[config.mk]
export PLATFORM = sky130hd
export DESIGN_NAME = dpc_deser_cfg
export DESIGN_NICKNAME = d
export VERILOG_FILES = /design/src/hdl/dpc_pkg.sv /design/src/hdl/dpc_test_if.sv /design/src/hdl/dpc_deser_cfg.sv /design/src/hdl/dpc_self_test.sv
export SDC_FILE = /design/constraint.sdc
export NUM_CORES = 1
export LEC_CHECK = 0
export ABC_AREA = 1
export BUFFER_PORTS_ARGS = -buffer_cell sky130_fd_sc_hd__buf_2
export CAP_MARGIN = 20
export CELL_PAD_IN_SITES_DETAIL_PLACEMENT = 0
export CELL_PAD_IN_SITES_GLOBAL_PLACEMENT = 1
export CORE_ASPECT_RATIO = 0.6
export CORE_MARGIN = 2
export CORE_UTILIZATION = 32
export DETAILED_ROUTE_END_ITERATION = 12
export PLACE_DENSITY_LB_ADDON = 0.1
export SKIP_CTS_REPAIR_TIMING = 1
export SLEW_MARGIN = 20
export SYNTH_ARGS = -nofsm -noshare
export SYNTH_HDL_FRONTEND = slang
export SYNTH_SLANG_ARGS = --single-unit
[constraint.sdc]
create_clock -name core_clk -period 1.5 [get_ports core_clk]
set_clock_uncertainty 0.2 [all_clocks]
set_input_delay 0.15 -clock core_clk [delete_from_list [all_inputs] [get_ports core_clk]]
set_output_delay 0.15 -clock core_clk [all_outputs]
set_load 0.02 [all_outputs]
[src/hdl/dpc_pkg.sv]
// Shared constants and types for the deserializer pin configuration block
`default_nettype none
package dpc_pkg;
    // Register byte offsets
    localparam logic [7:0] DPC_OFS_CTRL = 8'h00;
    localparam logic [7:0] DPC_OFS_STATUS = 8'h04;
    localparam logic [7:0] DPC_OFS_INT_STAT = 8'h08;
    localparam logic [7:0] DPC_OFS_INT_MASK = 8'h0C;
    localparam logic [7:0] DPC_OFS_ID = 8'h10;

    // Control register fields
    localparam int DPC_CTRL_SWING_BIT = 0;
    localparam int DPC_CTRL_LOWBAND_BIT = 1;
    localparam int DPC_CTRL_ORDER_BIT = 2;
    localparam int DPC_CTRL_OVR_LSB = 4;
    localparam int DPC_CTRL_SPREAD_ON_BIT = 8;
    localparam logic [2:0] DPC_CTRL_VAL_RST = 3'h0;
    localparam logic [2:0] DPC_CTRL_OVR_RST = 3'h0;
    localparam logic DPC_CTRL_SPREAD_ON_RST = 1'b0;

    // Status register fields
    localparam int DPC_ST_LOCK_BIT = 0;
    localparam int DPC_ST_TEST_BIT = 1;
    localparam int DPC_ST_PASS_BIT = 2;
    localparam int DPC_ST_BOOST_BIT = 3;
    localparam int DPC_ST_SPREAD_BIT = 4;
    localparam int DPC_ST_MODE_LSB = 8;

    // Interrupt bits, one per event
    localparam int DPC_EV_W = 4;
    localparam int DPC_EV_LOCK_GAINED = 0;
    localparam int DPC_EV_LOCK_LOST = 1;
    localparam int DPC_EV_TEST_ERROR = 2;
    localparam int DPC_EV_SPREAD_BLOCKED = 3;
    localparam logic [3:0] DPC_INT_STAT_RST = 4'h0;
    localparam logic [3:0] DPC_INT_MASK_RST = 4'h0;

    // Arbitrary identification value
    localparam logic [31:0] DPC_ID_VALUE = 32'h0000_D0C1;

    // Highest output clock rate at which spreading is offered
    localparam logic [7:0] DPC_SPREAD_MAX_MHZ = 8'd65;

    // Operating mode encodings
    localparam logic [1:0] DPC_MODE_NATIVE_RAW = 2'b00;
    localparam logic [1:0] DPC_MODE_NATIVE_FILT = 2'b01;
    localparam logic [1:0] DPC_MODE_LEGACY_A = 2'b10;
    localparam logic [1:0] DPC_MODE_LEGACY_B = 2'b11;

    typedef enum logic [1:0] {
        DPC_TST_IDLE = 2'b00,
        DPC_TST_PASS = 2'b01,
        DPC_TST_FAIL = 2'b10
    } dpc_test_e;
endpackage : dpc_pkg
`default_nettype wire

[src/hdl/dpc_test_if.sv]
// Link between the configuration block and its self-test tracker
`timescale 1ns/100ps
`default_nettype none
interface dpc_test_if;
    logic request;
    logic error_pulse;
    logic active;
    logic pass;
    logic error_event;

    modport ctrl (output request, output error_pulse, input active, input pass, input error_event);
    modport tester (input request, input error_pulse, output active, output pass, output error_event);
endinterface : dpc_test_if
`default_nettype wire

[src/hdl/dpc_deser_cfg.sv]
// Deserializer pin configuration, lock handling, self-test and register file
//
// Overview of operation
// - Locked: output enable alone controls outputs
// - Unlocked: state choice and enable control outputs
// - Power-down low: outputs off except input boost, registers reset
// - Swing choice high selects larger swing
// - Low band choice selects spread frequency band
// - No spreading above the output clock limit
// - Bit order choice puts MSB on lane four
// - Modes 00/01: native, filter off/on
// - Modes 10/11: two legacy serializer families
// - Three-bit input selects spread range
// - Boost strap high enables input equalization
// - Self-test request high enters self-test
// - Pass high until an error is seen
//
// The implementer's own choices: the placing of the registers and the address-and-strobe port.
`timescale 1ns/100ps
`default_nettype none
module dpc_deser_cfg
    import dpc_pkg::*;
#(
    parameter int ADDR_W = 8
) (
    input wire logic core_clk,
    input wire logic arst_n,
    // Pins
    input wire logic power_down_bar,
    input wire logic output_drive_allow,
    input wire logic unlocked_output_state_choice,
    input wire logic lvds_swing_choice,
    input wire logic low_band_choice,
    input wire logic bit_order_choice,
    input wire logic [1:0] op_mode,
    input wire logic [2:0] spread_range_select,
    input wire logic self_test_request,
    // Shared strap / pass pin
    input wire logic pass_pin_in,
    output logic pass_pin_out,
    output logic pass_pin_oe,
    // From the receive core
    input wire logic pll_locked,
    input wire logic bit_error,
    input wire logic [7:0] out_clk_mhz,
    // Register port
    input wire logic [ADDR_W-1:0] reg_addr,
    input wire logic [31:0] reg_wdata,
    input wire logic reg_wr,
    input wire logic reg_rd,
    output logic [31:0] reg_rdata,
    // Configuration outputs
    output logic lock_out,
    output logic out_drive_en,
    output logic out_hold_state,
    output logic lvds_swing_high,
    output logic spread_low_band,
    output logic spread_en,
    output logic [2:0] spread_range,
    output logic msb_on_lane_four,
    output logic native_mode,
    output logic filter_en,
    output logic legacy_mode_a,
    output logic legacy_mode_b,
    output logic input_boost_en,
    output logic self_test_active,
    output logic irq
);
    typedef struct packed {
        logic strap_taken;
        logic boost;
        logic [2:0] ctrl_val;
        logic [2:0] ctrl_ovr;
        logic spread_on;
        logic [DPC_EV_W-1:0] int_stat;
        logic [DPC_EV_W-1:0] int_mask;
        logic lock_prev;
        logic over_prev;
        logic [31:0] rdata;
        logic lock_out;
        logic drive_en;
        logic hold_state;
        logic swing_high;
        logic low_band;
        logic spread_en;
        logic [2:0] spread_range;
        logic msb_lane4;
        logic native;
        logic filter;
        logic legacy_a;
        logic legacy_b;
        logic pass_out;
        logic pass_oe;
        logic irq;
    } dpc_state_s;

    dpc_state_s st_r;
    dpc_state_s st_nxt;

    // Tracker holds its own state; power down reaches it through the request
    dpc_test_if tif ();

    dpc_self_test u_self_test (
        .core_clk (core_clk),
        .arst_n (arst_n),
        .tif (tif)
    );

    // Self-test only runs while powered up
    assign tif.request = power_down_bar & self_test_request;
    assign tif.error_pulse = bit_error;

    // Offsets cut to bus width once, so every compare is the same size
    logic [ADDR_W-1:0] ofs_ctrl;
    logic [ADDR_W-1:0] ofs_status;
    logic [ADDR_W-1:0] ofs_int_stat;
    logic [ADDR_W-1:0] ofs_int_mask;
    logic [ADDR_W-1:0] ofs_id;

    assign ofs_ctrl = ADDR_W'(DPC_OFS_CTRL);
    assign ofs_status = ADDR_W'(DPC_OFS_STATUS);
    assign ofs_int_stat = ADDR_W'(DPC_OFS_INT_STAT);
    assign ofs_int_mask = ADDR_W'(DPC_OFS_INT_MASK);
    assign ofs_id = ADDR_W'(DPC_OFS_ID);

    // Strobe decodes shared by the write and read-clear paths
    logic wr_ctrl;
    logic wr_mask;
    logic rd_stat;

    assign wr_ctrl = reg_wr & (reg_addr == ofs_ctrl);
    assign wr_mask = reg_wr & (reg_addr == ofs_int_mask);
    assign rd_stat = reg_rd & (reg_addr == ofs_int_stat);

    logic [2:0] pin_vals;
    logic [2:0] eff_vals;
    logic over_limit;
    logic [DPC_EV_W-1:0] ev_set;
    logic [31:0] ctrl_word;
    logic [31:0] status_word;
    logic [31:0] rd_value;

    assign pin_vals = {bit_order_choice, low_band_choice, lvds_swing_choice};
    assign over_limit = (out_clk_mhz > DPC_SPREAD_MAX_MHZ);

    always_comb begin
        ctrl_word = 32'h0000_0000;
        ctrl_word[DPC_CTRL_ORDER_BIT:DPC_CTRL_SWING_BIT] = st_r.ctrl_val;
        ctrl_word[DPC_CTRL_OVR_LSB +: 3] = st_r.ctrl_ovr;
        ctrl_word[DPC_CTRL_SPREAD_ON_BIT] = st_r.spread_on;
    end

    // Status is live, except the pass bit, where a failure sticks until the test is left
    always_comb begin
        status_word = 32'h0000_0000;
        status_word[DPC_ST_LOCK_BIT] = st_r.lock_out;
        status_word[DPC_ST_TEST_BIT] = tif.active;
        status_word[DPC_ST_PASS_BIT] = tif.pass;
        status_word[DPC_ST_BOOST_BIT] = st_r.boost;
        status_word[DPC_ST_SPREAD_BIT] = st_r.spread_en;
        status_word[DPC_ST_MODE_LSB +: 2] = op_mode;
    end

    always_comb begin
        rd_value = 32'h0000_0000;
        if (reg_addr == ofs_ctrl) begin
            rd_value = ctrl_word;
        end else if (reg_addr == ofs_status) begin
            rd_value = status_word;
        end else if (reg_addr == ofs_int_stat) begin
            rd_value = {{(32 - DPC_EV_W){1'b0}}, st_r.int_stat};
        end else if (reg_addr == ofs_int_mask) begin
            rd_value = {{(32 - DPC_EV_W){1'b0}}, st_r.int_mask};
        end else if (reg_addr == ofs_id) begin
            rd_value = DPC_ID_VALUE;
        end
    end

    always_comb begin
        ev_set = '0;
        ev_set[DPC_EV_LOCK_GAINED] = pll_locked & ~st_r.lock_prev;
        ev_set[DPC_EV_LOCK_LOST] = ~pll_locked & st_r.lock_prev;
        ev_set[DPC_EV_TEST_ERROR] = tif.error_event;
        ev_set[DPC_EV_SPREAD_BLOCKED] = st_r.spread_on & over_limit & ~st_r.over_prev;
    end

    // Each setting comes from its pin unless software took it over
    genvar gi;
    generate
        for (gi = 0; gi < 3; gi++) begin : g_eff
            assign eff_vals[gi] = st_r.ctrl_ovr[gi] ? st_r.ctrl_val[gi] : pin_vals[gi];
        end
    endgenerate

    always_comb begin
        st_nxt = st_r;
        st_nxt.lock_prev = pll_locked;
        st_nxt.over_prev = over_limit;
        // Read data stand for one cycle only
        st_nxt.rdata = reg_rd ? rd_value : 32'h0000_0000;

        if (!power_down_bar) begin
            // Register file back to reset, every pin released
            // Boost keeps its strap value through power down
            st_nxt.strap_taken = 1'b0;
            st_nxt.ctrl_val = DPC_CTRL_VAL_RST;
            st_nxt.ctrl_ovr = DPC_CTRL_OVR_RST;
            st_nxt.spread_on = DPC_CTRL_SPREAD_ON_RST;
            st_nxt.int_stat = DPC_INT_STAT_RST;
            st_nxt.int_mask = DPC_INT_MASK_RST;
            st_nxt.lock_out = 1'b0;
            st_nxt.drive_en = 1'b0;
            st_nxt.hold_state = 1'b0;
            st_nxt.swing_high = 1'b0;
            st_nxt.low_band = 1'b0;
            st_nxt.spread_en = 1'b0;
            st_nxt.spread_range = 3'h0;
            st_nxt.msb_lane4 = 1'b0;
            st_nxt.native = 1'b0;
            st_nxt.filter = 1'b0;
            st_nxt.legacy_a = 1'b0;
            st_nxt.legacy_b = 1'b0;
            st_nxt.pass_out = 1'b0;
            st_nxt.pass_oe = 1'b0;
            st_nxt.irq = 1'b0;
        end else begin
            // Strap is read before the shared pin turns into an output
            if (!st_r.strap_taken) begin
                st_nxt.boost = pass_pin_in;
                st_nxt.strap_taken = 1'b1;
            end

            if (wr_ctrl) begin
                st_nxt.ctrl_val = reg_wdata[DPC_CTRL_ORDER_BIT:DPC_CTRL_SWING_BIT];
                st_nxt.ctrl_ovr = reg_wdata[DPC_CTRL_OVR_LSB +: 3];
                st_nxt.spread_on = reg_wdata[DPC_CTRL_SPREAD_ON_BIT];
            end
            if (wr_mask) begin
                st_nxt.int_mask = reg_wdata[DPC_EV_W-1:0];
            end

            // A new event beats a read-clear in the same cycle
            if (rd_stat) begin
                st_nxt.int_stat = ev_set;
            end else begin
                st_nxt.int_stat = st_r.int_stat | ev_set;
            end

            st_nxt.lock_out = pll_locked;
            if (pll_locked) begin
                st_nxt.drive_en = output_drive_allow;
                st_nxt.hold_state = 1'b0;
            end else begin
                st_nxt.drive_en = output_drive_allow & unlocked_output_state_choice;
                st_nxt.hold_state = 1'b1;
            end

            st_nxt.swing_high = eff_vals[DPC_CTRL_SWING_BIT];
            st_nxt.low_band = eff_vals[DPC_CTRL_LOWBAND_BIT];
            st_nxt.msb_lane4 = eff_vals[DPC_CTRL_ORDER_BIT];
            // Blocked above the limit even if software asks for it
            st_nxt.spread_en = st_r.spread_on & ~over_limit;
            st_nxt.spread_range = spread_range_select;

            st_nxt.native = (op_mode == DPC_MODE_NATIVE_RAW) || (op_mode == DPC_MODE_NATIVE_FILT);
            st_nxt.filter = (op_mode == DPC_MODE_NATIVE_FILT);
            st_nxt.legacy_a = (op_mode == DPC_MODE_LEGACY_A);
            st_nxt.legacy_b = (op_mode == DPC_MODE_LEGACY_B);

            // Outside self-test the pin just shows a steady pass
            st_nxt.pass_oe = st_r.strap_taken;
            st_nxt.pass_out = tif.active ? tif.pass : 1'b1;

            st_nxt.irq = |(st_nxt.int_stat & st_nxt.int_mask);
        end
    end

    // Async reset clears all; power down is the synchronous second reset
    always_ff @(posedge core_clk or negedge arst_n) begin
        if (!arst_n) begin
            st_r <= '0;
        end else begin
            st_r <= st_nxt;
        end
    end

    assign reg_rdata = st_r.rdata;
    assign lock_out = st_r.lock_out;
    assign out_drive_en = st_r.drive_en;
    assign out_hold_state = st_r.hold_state;
    assign lvds_swing_high = st_r.swing_high;
    assign spread_low_band = st_r.low_band;
    assign spread_en = st_r.spread_en;
    assign spread_range = st_r.spread_range;
    assign msb_on_lane_four = st_r.msb_lane4;
    assign native_mode = st_r.native;
    assign filter_en = st_r.filter;
    assign legacy_mode_a = st_r.legacy_a;
    assign legacy_mode_b = st_r.legacy_b;
    assign input_boost_en = st_r.boost;
    assign self_test_active = tif.active;
    assign pass_pin_out = st_r.pass_out;
    assign pass_pin_oe = st_r.pass_oe;
    assign irq = st_r.irq;
endmodule : dpc_deser_cfg
`default_nettype wire

[src/hdl/dpc_self_test.sv]
// Self-test pass/fail tracker
`timescale 1ns/100ps
`default_nettype none
module dpc_self_test
    import dpc_pkg::*;
(
    input wire logic core_clk,
    input wire logic arst_n,
    dpc_test_if.tester tif
);
    typedef struct packed {
        dpc_test_e phase;
        logic active;
        logic pass;
        logic error_event;
    } dpc_tst_state_s;

    dpc_tst_state_s st_r;
    dpc_tst_state_s st_nxt;

    always_comb begin
        st_nxt = st_r;
        st_nxt.error_event = 1'b0;
        case (st_r.phase)
            DPC_TST_IDLE: begin
                // Each new test run starts with a clean pass
                if (tif.request) begin
                    st_nxt.phase = DPC_TST_PASS;
                end
            end
            DPC_TST_PASS: begin
                if (!tif.request) begin
                    st_nxt.phase = DPC_TST_IDLE;
                end else if (tif.error_pulse) begin
                    st_nxt.phase = DPC_TST_FAIL;
                    st_nxt.error_event = 1'b1;
                end
            end
            DPC_TST_FAIL: begin
                // Failure sticks until the test is left
                if (!tif.request) begin
                    st_nxt.phase = DPC_TST_IDLE;
                end
            end
            default: begin
                st_nxt.phase = DPC_TST_IDLE;
            end
        endcase
        st_nxt.active = (st_nxt.phase != DPC_TST_IDLE);
        st_nxt.pass = (st_nxt.phase != DPC_TST_FAIL);
    end

    always_ff @(posedge core_clk or negedge arst_n) begin
        if (!arst_n) begin
            st_r <= '{phase: DPC_TST_IDLE, active: 1'b0, pass: 1'b1, error_event: 1'b0};
        end else begin
            st_r <= st_nxt;
        end
    end

    assign tif.active = st_r.active;
    assign tif.pass = st_r.pass;
    assign tif.error_event = st_r.error_event;
endmodule : dpc_self_test
`default_nettype wire

==> metrics.cfg <==
[placed_design]
io_buffer_count=73
postPlaceCellArea_um2=2829
place.gp.congestion=0.7788
dp_hpwl_mm=4.280

[synthesis]
synth_cell_type_count=25
ys_ff_latch=51
mappedNetlistArea_um2=2382
yosys_warnings=0
avgSynthCellArea_um2=8.631
netlist_instances=276
ys_seq_area_share_pct=53.62
ys_async_sr_fraction_pct=100.0
ys.flop_type=dfrtp_1
synth_edf_count=0

[critical_path]
worstSetupPathType=in2reg
crit_path_start_kind=input port
reg2reg_slack_ns=0.32
slowest_delay_ns=0.54
reg2reg_depth=8
cp_top_family=buffers and inverters
path_cells=dlygate4sd3_1 > buf_2 > nand2_1 > dlygate4sd3_1 > inv_1
crit_fanout=6
crit_slowest_cell=dlygate4sd3_1
required_ns=1.49
cp_num_buf_inv=4
path_common_cell=dlygate4sd3_1
r2r-start=ctrl_word[8]
endpoint_kind=flip-flop
cp.arrival_ns=1.47
r2r_end=irq

[status]
status=complete, but fails checks
violations=hold timing

[global_route]
grt_max_degree=27
grt_overflow=0
grt_pass1_vias=1829
antenna_found_initial=0
track_usage_pct=14.37
grt_pass1_wl_mm=8.942

[routing]
drc=0
wl_mm=5.797
via_per_inst=4.084
firstDrtPassIters=4
drtIter0Drc=49
vias=1985
antenna_left=0
wl_per_cell_um=11.93

[timing]
finalSetupTns_ns=0
rsz0062_at_grt=false
fmax_mhz=675.7
min_period_ns=1.480
period_share_pct=98.66
maxSlewViolCount=0
hold_viol=1
holdWs_ns=-0.01978
setup_viol=0

[cells_and_area]
antenna_cells=0
final_cell_area_um2=3227
nNetsFinal=448
final_core_util_pct=44.59
area_growth_pct=35.45
fill_cells=734
drive_above_1_share_pct=31.15

[clock_tree]
cts.sinks=51
insertion_delay_ns=0.29
cts-root-buf=clkbuf_16
clockBufferDepth=2
cts_buffers=5
cts.reportedPaths.clkPinSlew_ns=0.07
h-tree-depth=2
cts_tree=done

[floorplanning]
start_util_pct=32.92
core_um2=7237
die_w_um=115.4
die_h_um=70.84
die_area_um2=8174
rows=24
boundaryPins=118

[worst_hold_path]
hp-class=in2reg
hold_end=u_self_test.tif.active
min_from=power_down_bar
hold_path_depth=3

[power_and_ir_drop]
p_leak_nw=1.805
powerDensity_nw_per_um2=898.6
peakVddDrop_uv=423.7

[run]
cap_violations=0

==> registers in the layout (all words and copies together) (netlist names), 2 cells and up <==
signal            cells
spread_range          3
u_self_test.st_r      2
st_r                 11
reg_rdata            10
ctrl_word             7
==> layout make-up <==
class                           instances  area, um2  share of cell area (%)
Sequential cell                        51       1277                   39.59
Timing Repair Buffer                  119      788.3                   24.43
Multi-Input combinational cell        168      758.2                   23.50
Inverter                               36      135.1                   4.188
Clock buffer                            7      132.6                   4.110
Tap cell                              104      130.1                   4.033
Clock inverter                          1      5.005                  0.1551
==> layout by cell type, fill, tap and decap left out, drive strengths merged <==
| cell | instances |
|---|---|
| a21oi | 13 |
| buf | 93 |
| inv | 36 |
| nand4 | 2 |
| dlygate4sd3 | 26 |
| o211ai | 1 |
| dfstp | 1 |
| o21ai | 17 |
| clkinv | 1 |
| dfrtp | 50 |
| a31oi | 2 |
| nor2 | 28 |
| nand2 | 55 |
| or2 | 1 |
| conb | 19 |
| nor3 | 5 |
| nor3b | 1 |
| clkbuf | 7 |
| nand3 | 24 |
==> cell usage after synthesis (2+ instances only) <==
library cell / count / area share, %
inv_1: 26 / 4.1
inv_2: 10 / 1.6
nor2_1: 25 / 3.9
o21ai_0: 6 / 1.3
dfrtp_1: 50 / 53
o21ai_1: 11 / 2.3
nor2_2: 2 / 0.53
nand3_1: 24 / 5.0
nand2_2: 4 / 1.1
nor3_1: 4 / 0.84
a21oi_1: 13 / 2.7
buf_4: 35 / 11
clkbuf_1: 3 / 0.47
nand2_1: 51 / 8.0
a31oi_1: 2 / 0.53
==> routing by layer <==
layer / global-route usage (%) / share of wire, % / wire, um / vias up
li1: - / - / - / 1021
met1: 21.57 / 50 / 2916 / 907
met2: 20.47 / 43 / 2507 / 52
met3: 4.199 / 5.6 / 326 / 5
met4: 3.213 / 0.79 / 46 / 0
met5: 0 / 0 / 0 / -
==> where the power goes <==
| group | total (W) | internal, W | switching [W] |
|---|---|---|---|
| Combinational | 0.000371 | 0.000150 | 0.000221 |
| Sequential | 0.00143 | 0.00141 | 0.0000157 |
| Clock | 0.00110 | 0.000618 | 0.000483 |
==> worst max-delay path by stage <==
stage                            from  endpoint  slack (ns)  cells past startpoint
after floorplan           reg_addr[7]       irq        0.20                     10
after global routing       pll_locked  lock_out       0.003                      5
final                      pll_locked  lock_out        0.02                      5
after global placement    reg_addr[7]       irq       -0.11                     11
after CTS                 reg_addr[7]       irq        0.19                     11
after detailed placement  reg_addr[7]       irq       -0.11                     11
==> worst min-delay path, stage by stage <==
cell	delay, ns
buf_2	0.13
nand2_1	0.09
a21oi_1	0.05
==> per-stage QoR <==
step / hold slack (ns) / setup WS, ns / std cells / total power (W)
6_report: -0.01978 / 0.02005 / 486 / 0.002899
4_1_cts: -0.4218 / 0.1910 / 460 / 0.002889
5_1_grt: -0.0004552 / 0.002994 / 486 / 0.003040
3_5_place_dp: -0.1112 / -0.1066 / 452 / 0.001777
2_1_floorplan: -0.3456 / 0.2005 / 294 / 0.001650
3_3_place_gp: -0.09902 / -0.1132 / 452 / 0.001776
==> kinds of logic after synthesis <==
logic type	count (synthesis)	synth area share (%)
flip-flops	51	53.62
AND/OR/NAND/NOR	116	21.69
other	1	0.1574
AO/OA/AOI/OAI	33	7.143
buffers and inverters	75	17.38
Note: power is estimated with default switching activity, not from simulation.
